`src/pkg/fpc_pkg.sv`:
```
// Constants and types for the fan drive channel configuration block.
// How it works
// - Drive full until two speed pulse edges.
// - No pulse after timeout: count 0xffff, fault.
// - Limit 0xffff or 0x0000 suppresses fault bit.
// - Bits [2:0] select the startup timeout.
// - Bit 4 inverts output polarity, default zero.
// - Source 000/001/010 pick one temperature channel.
// - Source 011, the default, drives full speed.
// - Source 100 disables the drive output.
// - Source 101 takes max of local, remote 2.
// - Source 110 takes max of all three.
// - Source 111 manual; duty register becomes writable.
// - Lock bit makes setup register read-only.
// - Count above minimum limit flags slow fan.
package fpc_pkg;
	// ----------------------------------------------------------------
	// Register map and fields
	// ----------------------------------------------------------------
	localparam logic [7:0] FPC_SETUP_ADDR = 8'h5c;
	localparam logic [7:0] FPC_DUTY_ADDR = 8'h30;
	localparam logic [7:0] FPC_SETUP_RST = 8'h62;
	localparam int FPC_SPIN_LSB = 0;
	localparam int FPC_POL_BIT = 4;
	localparam int FPC_SRC_LSB = 5;
	localparam logic [15:0] FPC_CNT_NONE = 16'hffff;
	localparam logic [15:0] FPC_LIM_ZERO = 16'h0000;
	// ----------------------------------------------------------------
	// Timing: startup timeouts in ms, converted to 50 MHz cycles
	// ----------------------------------------------------------------
	localparam int FPC_CLK_KHZ = 50000;
	localparam int FPC_T1_MS = 100;
	localparam int FPC_T2_MS = 250;
	localparam int FPC_T3_MS = 400;
	localparam int FPC_T4_MS = 667;
	localparam int FPC_T5_MS = 1000;
	localparam int FPC_T6_MS = 2000;
	localparam int FPC_T7_MS = 4000;
	localparam int FPC_MS_CYC = FPC_CLK_KHZ;
	localparam int FPC_EDGES_NEEDED = 2;
	// Control source selection.
	typedef enum logic [2:0] {
		FPC_SRC_REM1 = 3'b000,
		FPC_SRC_LOCAL = 3'b001,
		FPC_SRC_REM2 = 3'b010,
		FPC_SRC_FULL = 3'b011,
		FPC_SRC_OFF = 3'b100,
		FPC_SRC_MAX2 = 3'b101,
		FPC_SRC_MAX3 = 3'b110,
		FPC_SRC_MANUAL = 3'b111
	} fpc_src_e;
	// Spin-up state.
	typedef enum logic [1:0] {
		FPC_ST_IDLE = 2'b00,
		FPC_ST_SPIN = 2'b01,
		FPC_ST_RUN = 2'b10
	} fpc_st_e;
endpackage

```
`src/fpc_channel.sv`:
```
// Fan drive channel: setup register, source select, spin-up, fault.
`timescale 1ns/100ps
module fpc_channel
	import fpc_pkg::*;
#(
	parameter int DW = 8,
	parameter int MS_CYC = FPC_MS_CYC
)
(
	// Clock and reset.
	input wire logic sys_clk,
	input wire logic nrst,
	// Register port.
	input wire logic reg_wr,
	input wire logic [7:0] reg_addr,
	input wire logic [7:0] reg_wdata,
	output logic [7:0] setup_rdata,
	output logic [DW-1:0] duty_rdata,
	// Configuration lock from configuration register 1.
	input wire logic cfg_lock,
	// Computed duties per temperature channel.
	input wire logic [DW-1:0] duty_rem1,
	input wire logic [DW-1:0] duty_local,
	input wire logic [DW-1:0] duty_rem2,
	// Fan speed measurement.
	input wire logic fan_speed_pulse,
	input wire logic meas_done,
	input wire logic [15:0] meas_count,
	input wire logic [15:0] fan_min_limit,
	// Results.
	output logic [15:0] speed_count,
	output logic fan_fault,
	output logic [DW-1:0] duty_out,
	output logic output_polarity_invert,
	output logic fan_drive_full
);
	// ----------------------------------------------------------------
	// Setup and manual duty registers
	// ----------------------------------------------------------------
	logic [7:0] setup_q, setup_d;
	logic [DW-1:0] man_q, man_d;
	fpc_src_e src;
	logic flip;
	assign src = fpc_src_e'(setup_q[FPC_SRC_LSB +: 3]);
	assign flip = setup_q[FPC_POL_BIT];
	// Writes: setup blocked by lock, duty only in manual mode.
	always_comb
	begin
		setup_d = setup_q;
		man_d = man_q;
		if (reg_wr && reg_addr == FPC_SETUP_ADDR && !cfg_lock)
			setup_d = reg_wdata;
		if (reg_wr && reg_addr == FPC_DUTY_ADDR && src == FPC_SRC_MANUAL)
			man_d = reg_wdata[DW-1:0];
	end
	always_ff @(posedge sys_clk)
	begin
		if (!nrst)
		begin
			setup_q <= FPC_SETUP_RST;
			man_q <= '0;
		end
		else
		begin
			setup_q <= setup_d;
			man_q <= man_d;
		end
	end
	// ----------------------------------------------------------------
	// Pulse edge detect and spin-up
	// ----------------------------------------------------------------
	logic pls_q, pls_d;
	logic run_q, run_d;
	logic spinning, timed_out, pulse_rise, start;
	logic spin_nrst;
	assign pulse_rise = fan_speed_pulse && !pls_q;
	// A spin-up starts whenever the channel leaves the disabled state.
	assign start = run_d && !run_q;
	// The sequencer sits in reset while disabled, so that a stale spin or
	// timeout cannot leak into the next enable.
	assign spin_nrst = nrst && run_d;
	always_comb
	begin
		pls_d = fan_speed_pulse;
		run_d = (src != FPC_SRC_OFF);
	end
	always_ff @(posedge sys_clk)
	begin
		if (!nrst)
		begin
			pls_q <= 1'b1; // Idle level of the pulled-up line.
			run_q <= 1'b0;
		end
		else
		begin
			pls_q <= pls_d;
			run_q <= run_d;
		end
	end
	fpc_spinup #(.MS_CYC(MS_CYC)) u_spin (
		.sys_clk(sys_clk),
		.nrst(spin_nrst),
		.start(start),
		.spin_sel(setup_q[FPC_SPIN_LSB +: 3]),
		.pulse_rise(pulse_rise),
		.spinning(spinning),
		.timed_out(timed_out)
	);
	// ----------------------------------------------------------------
	// Source selection
	// ----------------------------------------------------------------
	logic [DW-1:0] sel_duty, max2;
	logic sel_full;
	assign max2 = (duty_local > duty_rem2) ? duty_local : duty_rem2;
	always_comb
	begin
		sel_full = 1'b0;
		case (src)
			FPC_SRC_REM1: sel_duty = duty_rem1;
			FPC_SRC_LOCAL: sel_duty = duty_local;
			FPC_SRC_REM2: sel_duty = duty_rem2;
			FPC_SRC_FULL:
			begin
				sel_duty = '1;
				sel_full = 1'b1;
			end
			FPC_SRC_OFF: sel_duty = '0;
			FPC_SRC_MAX2: sel_duty = max2;
			FPC_SRC_MAX3:
				sel_duty = (duty_rem1 > max2) ? duty_rem1 : max2;
			FPC_SRC_MANUAL: sel_duty = man_q;
			default: sel_duty = '0;
		endcase
	end
	// ----------------------------------------------------------------
	// Outputs, speed count and fault
	// ----------------------------------------------------------------
	logic [DW-1:0] duty_q, duty_d;
	logic full_q, full_d, flip_q, flip_d, flt_q, flt_d, chk_q, chk_d;
	logic [15:0] cnt_q, cnt_d;
	logic lim_off;
	assign lim_off = (fan_min_limit == FPC_CNT_NONE)
		|| (fan_min_limit == FPC_LIM_ZERO);
	always_comb
	begin
		duty_d = spinning ? '1 : sel_duty;
		full_d = spinning || sel_full;
		flip_d = flip;
		cnt_d = cnt_q;
		flt_d = flt_q;
		chk_d = chk_q;
		// A disabled channel overrides spin-up and sits at 0% duty.
		if (src == FPC_SRC_OFF)
		begin
			duty_d = '0;
			full_d = 1'b0;
		end
		if (meas_done)
		begin
			chk_d = 1'b0;
			if (chk_q && meas_count == FPC_CNT_NONE)
			begin
				cnt_d = FPC_CNT_NONE;
				if (!lim_off)
					flt_d = 1'b1;
			end
			else
			begin
				cnt_d = meas_count;
				if (!lim_off && meas_count > fan_min_limit)
					flt_d = 1'b1;
			end
		end
		// A timeout beside a measurement still arms the next one.
		if (timed_out)
			chk_d = 1'b1;
		if (src == FPC_SRC_OFF)
			flt_d = 1'b0;
	end
	always_ff @(posedge sys_clk)
	begin
		if (!nrst)
		begin
			duty_q <= '0;
			full_q <= 1'b0;
			flip_q <= 1'b0;
			cnt_q <= FPC_CNT_NONE;
			flt_q <= 1'b0;
			chk_q <= 1'b0;
		end
		else
		begin
			duty_q <= duty_d;
			full_q <= full_d;
			flip_q <= flip_d;
			cnt_q <= cnt_d;
			flt_q <= flt_d;
			chk_q <= chk_d;
		end
	end
	assign setup_rdata = setup_q;
	assign duty_rdata = man_q;
	assign duty_out = duty_q;
	assign fan_drive_full = full_q;
	assign output_polarity_invert = flip_q;
	assign speed_count = cnt_q;
	assign fan_fault = flt_q;
	// ----------------------------------------------------------------
	// Assertions
	// ----------------------------------------------------------------
	// Spin-up drives full and starts on every enable.
	a_spin_full: assert property (
		@(posedge sys_clk) disable iff (!nrst)
		(spinning && src != FPC_SRC_OFF) |=> fan_drive_full)
		else $error("not full in spin");
	a_spin_duty: assert property (
		@(posedge sys_clk) disable iff (!nrst)
		(spinning && src != FPC_SRC_OFF) |=> duty_out == '1)
		else $error("spin duty not full");
	a_start_spin: assert property (
		@(posedge sys_clk) disable iff (!nrst)
		start |=> spinning)
		else $error("enable without spin-up");
	// A disabled channel is quiet: no duty, no full flag, no spin.
	a_off_zero: assert property (
		@(posedge sys_clk) disable iff (!nrst)
		src == FPC_SRC_OFF |=> duty_out == '0)
		else $error("disabled not zero");
	a_off_nofull: assert property (
		@(posedge sys_clk) disable iff (!nrst)
		src == FPC_SRC_OFF |=> !fan_drive_full)
		else $error("disabled but full");
	a_off_idle: assert property (
		@(posedge sys_clk) disable iff (!nrst)
		src == FPC_SRC_OFF |=> !spinning)
		else $error("disabled but spinning");
	a_off_nofault: assert property (
		@(posedge sys_clk) disable iff (!nrst)
		src == FPC_SRC_OFF |=> !fan_fault)
		else $error("disabled but faulted");
	// Each control source reaches the duty output one cycle later.
	a_full_mode: assert property (
		@(posedge sys_clk) disable iff (!nrst)
		src == FPC_SRC_FULL |=> duty_out == '1)
		else $error("full mode not full");
	a_rem1_sel: assert property (
		@(posedge sys_clk) disable iff (!nrst)
		(src == FPC_SRC_REM1 && !spinning) |=> duty_out == $past(duty_rem1))
		else $error("remote 1 not selected");
	a_local_sel: assert property (
		@(posedge sys_clk) disable iff (!nrst)
		(src == FPC_SRC_LOCAL && !spinning) |=> duty_out == $past(duty_local))
		else $error("local not selected");
	a_rem2_sel: assert property (
		@(posedge sys_clk) disable iff (!nrst)
		(src == FPC_SRC_REM2 && !spinning) |=> duty_out == $past(duty_rem2))
		else $error("remote 2 not selected");
	a_max2_sel: assert property (
		@(posedge sys_clk) disable iff (!nrst)
		(src == FPC_SRC_MAX2 && !spinning) |=>
		duty_out >= $past(duty_local) && duty_out >= $past(duty_rem2))
		else $error("max2 low");
	a_max3_sel: assert property (
		@(posedge sys_clk) disable iff (!nrst)
		(src == FPC_SRC_MAX3 && !spinning) |=> duty_out >= $past(duty_rem1))
		else $error("max3 low");
	a_max3_top: assert property (
		@(posedge sys_clk) disable iff (!nrst)
		(src == FPC_SRC_MAX3 && !spinning) |=>
		duty_out >= $past(duty_local) && duty_out >= $past(duty_rem2))
		else $error("max3 below local or remote 2");
	a_manual_sel: assert property (
		@(posedge sys_clk) disable iff (!nrst)
		(src == FPC_SRC_MANUAL && !spinning) |=> duty_out == $past(man_q))
		else $error("manual duty not used");
	// Register writes obey the manual mode and the lock.
	a_duty_refuse: assert property (
		@(posedge sys_clk) disable iff (!nrst)
		(reg_wr && reg_addr == FPC_DUTY_ADDR && src != FPC_SRC_MANUAL)
		|=> $stable(man_q))
		else $error("duty written outside manual");
	a_lock_holds: assert property (
		@(posedge sys_clk) disable iff (!nrst)
		cfg_lock |=> $stable(setup_q))
		else $error("locked write");
	a_setup_write: assert property (
		@(posedge sys_clk) disable iff (!nrst)
		(reg_wr && reg_addr == FPC_SETUP_ADDR && !cfg_lock)
		|=> setup_q == $past(reg_wdata))
		else $error("unlocked write lost");
	// The exported polarity bit follows the setup register.
	a_pol_follow: assert property (
		@(posedge sys_clk) disable iff (!nrst)
		##1 output_polarity_invert == $past(flip))
		else $error("polarity lag");
	// Speed count and fault flag after each measurement.
	a_tmo_arms: assert property (
		@(posedge sys_clk) disable iff (!nrst)
		timed_out |=> chk_q)
		else $error("timeout did not arm check");
	a_count_load: assert property (
		@(posedge sys_clk) disable iff (!nrst)
		meas_done |=> speed_count == $past(meas_count))
		else $error("speed count not loaded");
	a_nostart_fault: assert property (
		@(posedge sys_clk) disable iff (!nrst)
		(meas_done && chk_q && meas_count == FPC_CNT_NONE
		&& !lim_off && src != FPC_SRC_OFF) |=> fan_fault)
		else $error("failed start not flagged");
	a_lim_nofault: assert property (
		@(posedge sys_clk) disable iff (!nrst)
		(lim_off && !fan_fault) |=> !fan_fault)
		else $error("fault with limit off");
	a_slow_fault: assert property (
		@(posedge sys_clk) disable iff (!nrst)
		(meas_done && !lim_off && meas_count > fan_min_limit
		&& src != FPC_SRC_OFF) |=> fan_fault)
		else $error("slow fan missed");
	// Main scenarios that the bench is meant to reach.
	c_spin: cover property (@(posedge sys_clk) spinning ##1 !spinning);
	c_tmo: cover property (@(posedge sys_clk) timed_out);
	c_fault: cover property (@(posedge sys_clk) $rose(fan_fault));
	c_manual: cover property (@(posedge sys_clk)
		src == FPC_SRC_MANUAL && !spinning);
	c_lock_refused: cover property (@(posedge sys_clk)
		reg_wr && cfg_lock && reg_addr == FPC_SETUP_ADDR);
endmodule

```
`src/fpc_spinup.sv`:
```
// Spin-up sequencer: full drive until two pulse edges or timeout.
`timescale 1ns/100ps
module fpc_spinup
	import fpc_pkg::*;
#(
	parameter int MS_CYC = FPC_MS_CYC
)
(
	// Clock and reset.
	input wire logic sys_clk,
	input wire logic nrst,
	// Control.
	input wire logic start,
	input wire logic [2:0] spin_sel,
	input wire logic pulse_rise,
	// Status.
	output logic spinning,
	output logic timed_out
);
	// ----------------------------------------------------------------
	// Timeout selection
	// ----------------------------------------------------------------
	logic [11:0] tmo_ms;
	always_comb
	begin
		case (spin_sel)
			3'b001: tmo_ms = 12'(FPC_T1_MS);
			3'b010: tmo_ms = 12'(FPC_T2_MS);
			3'b011: tmo_ms = 12'(FPC_T3_MS);
			3'b100: tmo_ms = 12'(FPC_T4_MS);
			3'b101: tmo_ms = 12'(FPC_T5_MS);
			3'b110: tmo_ms = 12'(FPC_T6_MS);
			3'b111: tmo_ms = 12'(FPC_T7_MS);
			default: tmo_ms = 12'h000;
		endcase
	end
	// ----------------------------------------------------------------
	// Sequencer
	// ----------------------------------------------------------------
	fpc_st_e st_q, st_d;
	logic [1:0] edg_q, edg_d;
	logic [31:0] cyc_q, cyc_d;
	logic [11:0] ms_q, ms_d;
	logic to_q, to_d;
	// Next state: count edges and milliseconds while spinning.
	always_comb
	begin
		st_d = st_q;
		edg_d = edg_q;
		cyc_d = cyc_q;
		ms_d = ms_q;
		to_d = 1'b0;
		case (st_q)
			FPC_ST_IDLE:
			begin
				if (start)
				begin
					st_d = FPC_ST_SPIN;
					edg_d = 2'h0;
					cyc_d = 32'h0;
					ms_d = 12'h000;
				end
			end
			FPC_ST_SPIN:
			begin
				if (pulse_rise)
					edg_d = edg_q + 2'h1;
				if (pulse_rise && edg_q == 2'(FPC_EDGES_NEEDED - 1))
					st_d = FPC_ST_RUN;
				else if (tmo_ms != 12'h000 && ms_q >= tmo_ms)
				begin
					st_d = FPC_ST_RUN;
					to_d = 1'b1;
				end
				else if (cyc_q == 32'(MS_CYC - 1))
				begin
					cyc_d = 32'h0;
					ms_d = ms_q + 12'h001;
				end
				else
					cyc_d = cyc_q + 32'h1;
			end
			FPC_ST_RUN:
			begin
				if (start)
					st_d = FPC_ST_IDLE;
			end
			default: st_d = FPC_ST_IDLE;
		endcase
	end
	// Register stage.
	always_ff @(posedge sys_clk)
	begin
		if (!nrst)
		begin
			st_q <= FPC_ST_IDLE;
			edg_q <= 2'h0;
			cyc_q <= 32'h0;
			ms_q <= 12'h000;
			to_q <= 1'b0;
		end
		else
		begin
			st_q <= st_d;
			edg_q <= edg_d;
			cyc_q <= cyc_d;
			ms_q <= ms_d;
			to_q <= to_d;
		end
	end
	assign spinning = (st_q == FPC_ST_SPIN);
	assign timed_out = to_q;
	// Timeout pulse only follows a spin phase.
	a_tmo_after_spin: assert property (@(posedge sys_clk) disable iff (!nrst)
		timed_out |-> $past(spinning)) else $error("timeout without spin");
endmodule

```
`config.mk`:
```
export PLATFORM = sky130hd
export DESIGN_NAME = fpc_channel
export DESIGN_NICKNAME = d
export VERILOG_FILES = /design/src/pkg/fpc_pkg.sv /design/src/fpc_channel.sv /design/src/fpc_spinup.sv
export SDC_FILE = /design/constraint.sdc
export NUM_CORES = 1
export LEC_CHECK = 0
export BUFFER_PORTS_ARGS = -buffer_cell sky130_fd_sc_hd__buf_2
export CAP_MARGIN = 10
export CORE_ASPECT_RATIO = 1.75
export CORE_MARGIN = 10
export CORE_UTILIZATION = 51
export DETAILED_ROUTE_END_ITERATION = 12
export PLACE_DENSITY_LB_ADDON = 0.08
export SLEW_MARGIN = 25
export SYNTH_ARGS = -nofsm -noshare
export SYNTH_HDL_FRONTEND = slang
export SYNTH_HIERARCHICAL = 1
export SYNTH_SLANG_ARGS = --single-unit
```
`constraint.sdc`:
```
create_clock -name sys_clk -period 2.56 [get_ports sys_clk]
set_input_delay 0 -clock sys_clk [delete_from_list [all_inputs] [get_ports sys_clk]]
set_output_delay 0 -clock sys_clk [all_outputs]
set_load 0.005 [all_outputs]
```
Word-level counts from Yosys, hierarchy flattened
Cells that the tools add are included.
{"block": "totals", "inputBits": 78, "ff_bits": 95, "output_inout_bits": 43, "wordCells": 117}
{"block": "classes", "magnitude_cmp": 4, "bitwise": 3, "muxes": 30, "n_eq_ne": 31, "n_addsub": 3, "reduce_logical": 31}
{"cell": "$mux W32", "n": 4}
{"cell": "$pmux W12 S7", "n": 1}
{"cell": "$pmux W32 S2", "n": 1}
{"cell": "$pmux W8 S7", "n": 1}
{"cell": "$mux W12", "n": 4}
{"cell": "$add A32 B1 Y32 const B", "n": 1}
{"cell": "$eq A16 B16 Y1 const B", "n": 2}
{"cell": "$eq A32 B16 Y1 const B", "n": 1}
{"cell": "$eq A3 B3 Y1 const B", "n": 8}
{"cell": "$mux W8", "n": 3}
{"cell": "$pmux W12 S2", "n": 1}
{"cell": "$gt A16 B16 Y1", "n": 1}
{"cell": "$gt A8 B8 Y1", "n": 2}
{"cell": "$logic_not A16 Y1", "n": 1}
{"cell": "$mux W16", "n": 1}
{"cell": "$add A12 B1 Y12 const B", "n": 1}
{"cell": "$eq A3 B2 Y1 const B", "n": 4}
{"cell": "$ge A12 B12 Y1", "n": 1}
{"cell": "$reduce_bool A12 Y1", "n": 1}
{"cell": "$logic_and A1 B1 Y1", "n": 11}
{"cell": "$mux W2", "n": 5}
{"cell": "$ne A2 B2 Y1 const B", "n": 5}
{"cell": "$reduce_and A3 Y1", "n": 3}
{"cell": "$eq A8 B6 Y1 const B", "n": 1}
{"cell": "other kinds (21)", "n": 38}

Logic depth before layout (Yosys ltp)
Gate-level depths: netlist (run 1).
{"block": "logic_depth", "depth_word": 7, "mapped_depth": 16, "depth_no_buf": 15}

Modules after synthesis
The synthesis (run 1) kept the hierarchy.
{"module": "fpc_spinup", "cells_per_inst": 376, "area_per_inst_um2": 3017.9, "instances": 1, "seq_area_each_um2": 980.9}
{"module": "fpc_channel", "cells_per_inst": 348, "area_per_inst_um2": 3010.4, "instances": 1, "seq_area_each_um2": 920.9}

Worst setup path before layout (run 1)
OpenSTA, ideal clock, no wires.
{"block": "synth_path", "path_kind": "input to register", "start": "input port duty_rem2[1]", "end": "register duty_q[0], in the netlist duty_out[0]", "path_buffers": 1, "setup_slack_ps": -227, "required_time_ps": 2419, "setup_time_ps": 141, "stages": 15, "arrival_time_ps": 2646, "cell_sequence": "inv_1 ha_1 nor2b_4 o211ai_2 a21oi_2 o32ai_4 mux2i_1 ha_1 nor2b_1 o211ai_1 a21oi_1 o31ai_1 or2_2 clkbuf_1 o221ai_1"}
{"block": "synth_via", "elab_chain_len": 6}
{"element": "start, declared", "line": "fpc_channel.sv:24", "rtl": "input wire logic [DW-1:0] duty_rem2,"}
{"element": "$gt A8 B8 Y1", "line": "fpc_channel.sv:114", "rtl": "assign max2 = (duty_local > duty_rem2) ? duty_local : duty_rem2;"}
{"element": "$mux W8 (*)", "line": "fpc_channel.sv:114"}
{"element": "$gt A8 B8 Y1", "line": "fpc_channel.sv:130", "rtl": "sel_duty = (duty_rem1 > max2) ? duty_rem1 : max2;"}
{"element": "$mux W8", "line": "fpc_channel.sv:130"}
{"element": "$pmux W8 S7 (*)", "line": "fpc_channel.sv:118", "rtl": "case (src)"}
{"element": "$mux W8 (*)", "line": "fpc_channel.sv:146", "rtl": "duty_d = spinning ? '1 : sel_duty;"}
{"element": "end signal, assigned", "line": "fpc_channel.sv:193", "rtl": "duty_q <= duty_d;"}
{"element": "end, declared", "line": "fpc_channel.sv:138", "rtl": "logic [DW-1:0] duty_q, duty_d;"}
Mark *: on every way between the ends. The rest lies on a longest branch, timed or not.
A chain may end at the register's enable or synchronous reset.

Worst setup path after layout (run 1)
{"block": "layout_path", "start": "register setup_q[1], in the netlist setup_rdata[1]", "end": "register u_spin.cyc_q[27]"}
{"block": "layout_via", "elab_chain_len": 6, "elab_cells_between_ends": 13, "classes_between": "1 x order compare; 8 x eq/ne; 1 x mux; 3 x reduce/logical"}
{"element": "start, declared", "line": "fpc_channel.sv:40", "rtl": "logic [7:0] setup_q, setup_d;"}
{"element": "start signal, assigned", "line": "fpc_channel.sv:65", "rtl": "setup_q <= setup_d;"}
{"element": "$eq A3 B3 Y1 (tied with other cells)", "line": "fpc_spinup.sv:26", "rtl": "case (spin_sel)"}
{"element": "$pmux W12 S7 (*)", "line": "fpc_spinup.sv:26"}
{"element": "$ge A12 B12 Y1 / $reduce_bool A12 Y1 (equally long branches)", "line": "fpc_spinup.sv:70", "rtl": "else if (tmo_ms != 12'h000 && ms_q >= tmo_ms)"}
{"element": "$logic_and A1 B1 Y1 (*)", "line": "fpc_spinup.sv:70"}
{"element": "$ne A2 B2 Y1 (no source line) (*)"}
{"element": "$reduce_and A4 Y1 (no source line) (*)"}
{"element": "end signal, assigned", "line": "fpc_spinup.sv:106", "rtl": "cyc_q <= cyc_d;"}
{"element": "end, declared", "line": "fpc_spinup.sv:42", "rtl": "logic [31:0] cyc_q, cyc_d;"}
Marked as above.

==> impl_metrics.toml, run 1 <==
[status]
status = "finished with violations"
violations = "negative setup slack"

[route]
drt_iter0_drc = 310
viasPerCell = 6.09
wl_microns = 20300
vias = 6455
wl_per_cell_microns = 19.2
drc = 0
detail-route-antenna-nets = 0
firstDrtPassIters = 5

[sta]
fin_skew_ps = 11.1
hold_ws_ps = 58.8
post-route-period-util = 1.05
finalHoldViolCount = 0
worst_pin_slew_ps = 755
final.min_clock_period_ps = 2690
layout_setup_ws_ps = -129
slew_headroom = 0.495
max_freq_ghz = 0.372
setup_viol = 40
drv_slew = 0
rsz0062_at_grt = "true"

[clock_network]
cts_buffer_depth = 2
cts_buffers = 9
cts_tree = "yes"
htree_num_levels = 3
clock_latency_ps = 350
clkTransAtPathRegs_ps = 70
cts_root_buffer = "clkbuf_16"
cts.sinks = 95

[finish]
diodes = 0
syn2layout_area_growth_pct = 43.5
finalNonFillerCells = 1060
nFillCells = 895
finalNetCount = 1045
final_core_utilization = 0.747
layout-drive-gt1-share = 0.352

[synthesis]
yosys-top-cells-count = "dfxtp_1, nand2_1, a21oi_1, ha_1, o31ai_1"
yosysMostFrequentCell = "dfxtp_1"
synth.cell_area_sq_mm = 0.00603
syn_inst = 724
yosys-top-cells-area = "dfxtp_1, ha_1, mux2i_1"
synth_edf_count = 0
ys_ff_latch = 95
ys_warn_count = 6
yosys.area.top_type_share = 0.315
synth-main-ff-cell = "dfxtp_1"
ys_types = 54
async_reset_ff_frac = 0
synth.net_count = 849
yosys.area.top_type = "dfxtp_1"
ys_seq_area_frac = 0.315
syn_avg_cell_area_sq_um = 8.33

[power]
power_frac_comb = 0.178
ir_worst_vdd_v = 0.000352
p_switching_mw = 0.977
p_per_area_mw_per_mm2 = 412
clkPwrFrac = 0.395
swShare = 0.274
seq_power_share = 0.427
p_leak_nw = 3.49
p_int_mw = 2.59

[floorplan]
die_x_microns = 102
coreArea_sq_mm = 0.0116
dieArea_sq_mm = 0.0167
start_util = 0.521
rows = 52
io-pin-count = 121
die_h_microns = 164

[setup_path]
path_class = "reg -> reg"
slowest_delay_ps = 560
crit_top_cell = "a21oi_2"
startpoint_type = "flip-flop"
r2r_slack_ps = -130
r2r_start = "setup_rdata[1]"
crit_path_cell_trace = "nand2b_4 -> a21o_1 -> ha_1 -> o21ai_2 -> a21oi_2 -> o31ai_4 -> a211oi_4 -> buf_6 -> buf_16 -> or4_1 -> a21oi_2"
reg2reg_depth = 11
end_kind = "flip-flop"
worst-path-max-fanout = 7
r2r-end = "u_spin/cyc_q[27]"
crit_arrival_ps = 2970
cp_slowest_cell = "or4_1"
crit_required_ps = 2850

[global_route]
grt-ovfl-total = 0
grt_max_degree = 61
grt_pass1_vias = 6431
antenna_found_initial = 0
grt_pass1_wl_microns = 30600
grt_usage = 0.222

[min_path]
worstHoldStart = "cfg_lock"
holdPathStages = 4
hold_path_end = "setup_rdata[6]"
hold_path_class = "in -> reg"

[flow_run]
cap_viol_max_count = 0

[place]
dp_hpwl_microns = 13600
gp_congestion = 0.877
io_buffers = 120
dpl.cell_count = 991
[metal layers]
| metal | part of all wire | track usage | vias to the layer above | routed length, microns |
|---|---|---|---|---|
| met5 | 0 | 0 | - | 0 |
| met4 | 0.037 | 0.0928 | 0 | 756 |
| met3 | 0.056 | 0.0387 | 59 | 1140 |
| met2 | 0.54 | 0.424 | 215 | 11000 |
| met1 | 0.37 | 0.227 | 3083 | 7450 |
| li1 | - | - | 3098 | - |
[area by class of cell]
| class | count | area, sq um | area share |
|---|---|---|---|
| clock buffers | 9 | 225 | 0.0260 |
| clock inverters | 7 | 78.8 | 0.00911 |
| inverters | 43 | 166 | 0.0192 |
| multi-input cells | 544 | 4350 | 0.503 |
| flip-flops and latches | 95 | 1910 | 0.221 |
| well taps | 135 | 169 | 0.0195 |
| repair buffers | 227 | 1750 | 0.202 |
[power groups by stage]
stage	sequential (mW)	clock, mW	combinational [mW]
floorplan	1.56	0	0.259
global route	1.53	1.48	0.694
detailed placement	1.56	0	0.493
CTS	1.52	1.42	0.548
global placement	1.56	0	0.478
finish	1.52	1.41	0.634
[stage by stage]
stage / cell area [sq um] / TNS, ps / worst slack (ps) / total power [mW]
floorplan: 6140 / -896 / -116 / 1.82
global placement: 7140 / -7490 / -293 / 2.04
detailed placement: 7140 / -10930 / -425 / 2.05
CTS: 8030 / -1530 / -74.4 / 3.49
global route: 8650 / -7620 / -220 / 3.70
finish: 8650 / -2570 / -129 / 3.56
[cells by family after synthesis]
group / after synthesis / share of synthesized area
AOI/OAI and AO/OA: 176 / 0.195
xor gates and xnor gates: 2 / 0.00291
adders and majority gates: 47 / 0.0976
buffers and inverters: 85 / 0.0575
DFF: 95 / 0.315
muxes: 43 / 0.0714
and+or+nand+nor: 276 / 0.260
[state kept, by name, summed over array words and instances, names as in the netlist, 2 cells and up]
name and flops:
speed_count 16, duty_rdata 8, u_spin/ms_q 12, duty_out 8, u_spin/cyc_q 32, setup_rdata 8, u_spin/st_q 2, u_spin/edg_q 2
[worst max-delay path, delay by kind of cell, from the launching register on]
kind | cells | cell delay (ps)
flops | 1 | 370
compound gates | 6 | 890
fa+ha+maj | 1 | 300
buf+inv | 2 | 330
simple gates | 2 | 720
[worst max-delay path by stage]
stage                         startpoint          endpoint  slack, ps  cells past startpoint
final                     setup_rdata[1]  u_spin/cyc_q[27]       -130                     11
after global routing      setup_rdata[2]  u_spin/cyc_q[27]       -220                     12
after CTS                 setup_rdata[2]  u_spin/cyc_q[27]        -70                     12
after detailed placement    duty_rem2[1]       duty_out[3]       -420                     15
after global placement      duty_rem2[1]       duty_out[0]       -290                     15
after floorplan            duty_local[1]       duty_out[0]       -120                     13
[layout by cell type, fill, tap and decap left out, types with 4 or more instances in the layout]
cell / synthesis / layout
a21boi_0: 5 / 4
a21o_1: 4 / 4
a21oi_1: 57 / 25
a21oi_2: 1 / 31
a22oi_1: 10 / 10
and2_1: 4 / 4
and3_1: 14 / 14
and4_1: 5 / 5
buf_12: 0 / 4
buf_2: 4 / 117
buf_4: 4 / 49
buf_6: 1 / 15
clkbuf_16: 0 / 13
dfxtp_1: 95 / 92
dlygate4sd3_1: 0 / 33
ha_1: 47 / 40
ha_4: 0 / 6
inv_1: 43 / 39
mux2i_1: 43 / 36
mux2i_4: 0 / 4
nand2_1: 58 / 56
nand2b_1: 7 / 6
nand3_1: 31 / 31
nand4_1: 31 / 31
nor2_1: 27 / 25
nor2b_1: 32 / 31
nor3_1: 6 / 4
nor3_4: 2 / 4
nor4_1: 13 / 12
o21ai_0: 21 / 16
o21ai_1: 5 / 5
o21ai_2: 0 / 4
o221ai_2: 0 / 7
o31ai_1: 46 / 38
o31ai_2: 1 / 6
or4_1: 37 / 18
or4_4: 0 / 19
[what timing repair did]
item	in CTS	in global routing
hold buffers	33	0
gates resized for setup	30	110
buffers inserted	7	4
hold endpoints to repair	41	0
pin swaps	25	25
cloned	4	5
setup endpoints to repair	53	52
(Power assumes the default switching activity.)
==> run 2, diff against run 1 <==
Settings changed: TNS_END_PERCENT set to 1.
==> impl_metrics.toml, run 2 (synthesis gave the netlist of run 1 again) <==
[finish]
largest-register = "u_spin/cyc_q"
syn2layout_area_growth_pct = 34.6
finalNonFillerCells = 1050
layout-drive-gt1-share = 0.290
largest_reg_flops = 32
diodes = 0
layout_common_cells = "buf_2, dfxtp_1, nand2_1"
final_common_cell = "buf_2"
finalNetCount = 1036

[clock_network]
clkTransAtPathRegs_ps = 70
cts.sinks = 95
cts_buffers = 9
cts_tree = "yes"
cts_buffer_depth = 2
clock_latency_ps = 340
htree_num_levels = 3
cts_root_buffer = "clkbuf_16"

[global_route]
grt_pass1_vias = 6064
grt_pass1_wl_microns = 28600
grt_max_degree = 61
antenna_found_initial = 0
grt_busiest_layer = "met2"
grtUsageMet2 = 0.371
grt_usage = 0.207
grt-ovfl-total = 0
met3_usage = 0.0383
use_met1 = 0.228

[sta]
slew_headroom = 0.505
worst_pin_slew_ps = 736
drv_slew = 0
max_freq_ghz = 0.380
final.min_clock_period_ps = 2630
finalHoldViolCount = 0
post-route-period-util = 1.03
fin_skew_ps = 8.25
rsz0062_at_grt = "true"
layout_setup_ws_ps = -72.4
setup_viol = 27
hold_ws_ps = 79.4

[floorplan]
dieArea_sq_mm = 0.0167
start_util = 0.521
coreArea_sq_mm = 0.0116
die_h_microns = 164
rows = 52
io-pin-count = 121
die_x_microns = 102

[setup_path]
crit_family = "compound AO/OA/AOI/OAI gates"
path_class = "reg -> reg"
startpoint_type = "flip-flop"
end_kind = "flip-flop"
slowest_delay_ps = 500
crit_required_ps = 2840
path_buf_inv = 4
worst-path-max-fanout = 8
cp_slowest_cell = "or4_1"
crit_arrival_ps = 2910
crit_path_cell_trace = "inv_2 -> nand2_4 -> xor2_2 -> ha_4 -> a21oi_2 -> o21ai_1 -> a21oi_2 -> buf_4 -> a211oi_4 -> buf_6 -> buf_6 -> or4_1 -> a21oi_1"

[place]
io_buffers = 120
dpl.cell_count = 994
gp_congestion = 0.854
dp_hpwl_microns = 13300

[route]
firstDrtPassIters = 4
wl_per_cell_microns = 17.9
drc = 0
detail-route-antenna-nets = 0
wl_microns = 18800
vias = 6336
viasPerCell = 6.03
drt_iter0_drc = 252

[power]
ir_worst_vdd_v = 0.000340
p_leak_nw = 3.34
p_per_area_mw_per_mm2 = 413

[flow_run]
cap_viol_max_count = 0

[status]
violations = "negative setup slack"
status = "finished with violations"

[min_path]
hold_path_class = "in -> reg"
[run 2: final cells by class]
class                   count  area (sq um)
clock inverters             4          32.5
well taps                 135           169
flip-flops and latches     95          1910
inverters                  43           161
clock buffers              11           243
repair buffers            218          1550
multi-input cells         544          4050
fillers                   944          3470
[run 2: path summary, 6_finish.rpt]
path / from / to / slack [ps] / cells past startpoint
max: setup_rdata[2] / u_spin/cyc_q[14] / -70 / 13
min: cfg_lock / setup_rdata[1] / 80 / 4
max reg2reg: setup_rdata[2] / u_spin/cyc_q[14] / -70 / 13
min reg2reg: u_spin/timed_out / chk_q / 440 / 1
[run 2: power by group]
group	internal [mW]	switching [mW]	total, mW	leakage, nW
Combinational	0.270	0.289	0.558	2.43
Clock	0.684	0.585	1.27	0.128
Sequential	1.50	0.0166	1.52	0.775
[run 2: routing by layer]
| metal | vias up | routed length, microns |
|---|---|---|
| met5 | - | 0 |
| met4 | 0 | 494 |
| met3 | 42 | 1160 |
| met2 | 204 | 10100 |
| met1 | 3003 | 7040 |
| li1 | 3087 | - |
[run 2: through the flow]
step / area [sq um] / worst slack, ps / TNS, ps / total power [mW] / utilization
2_1_floorplan: 6030 / -227 / -6940 / 1.81 / -
3_3_place_gp: 7080 / -247 / -5890 / 2.02 / 0.611
3_5_place_dp: 7080 / -394 / -8670 / 2.04 / 0.611
4_1_cts: 7770 / -91.2 / -2730 / 3.35 / 0.671
5_1_grt: 8110 / -188 / -5150 / 3.50 / 0.700
6_report: 8110 / -72.4 / -876 / 3.35 / 0.700
[run 2: repair_timing]
action | in CTS | in global routing
setup endpoints to repair | 53 | 52
hold endpoints to repair | 41 | 0
gates cloned | 1 | 4
hold buffers | 33 | 0
setup buffers | 1 | 3
pin swaps | 13 | 22
gates resized for setup | 15 | 58
[run 2: worst min-delay path, stage by stage]
cell	delay, ps
buf_2	100
nor3_4	90
mux2i_1	140
nand2_1	60
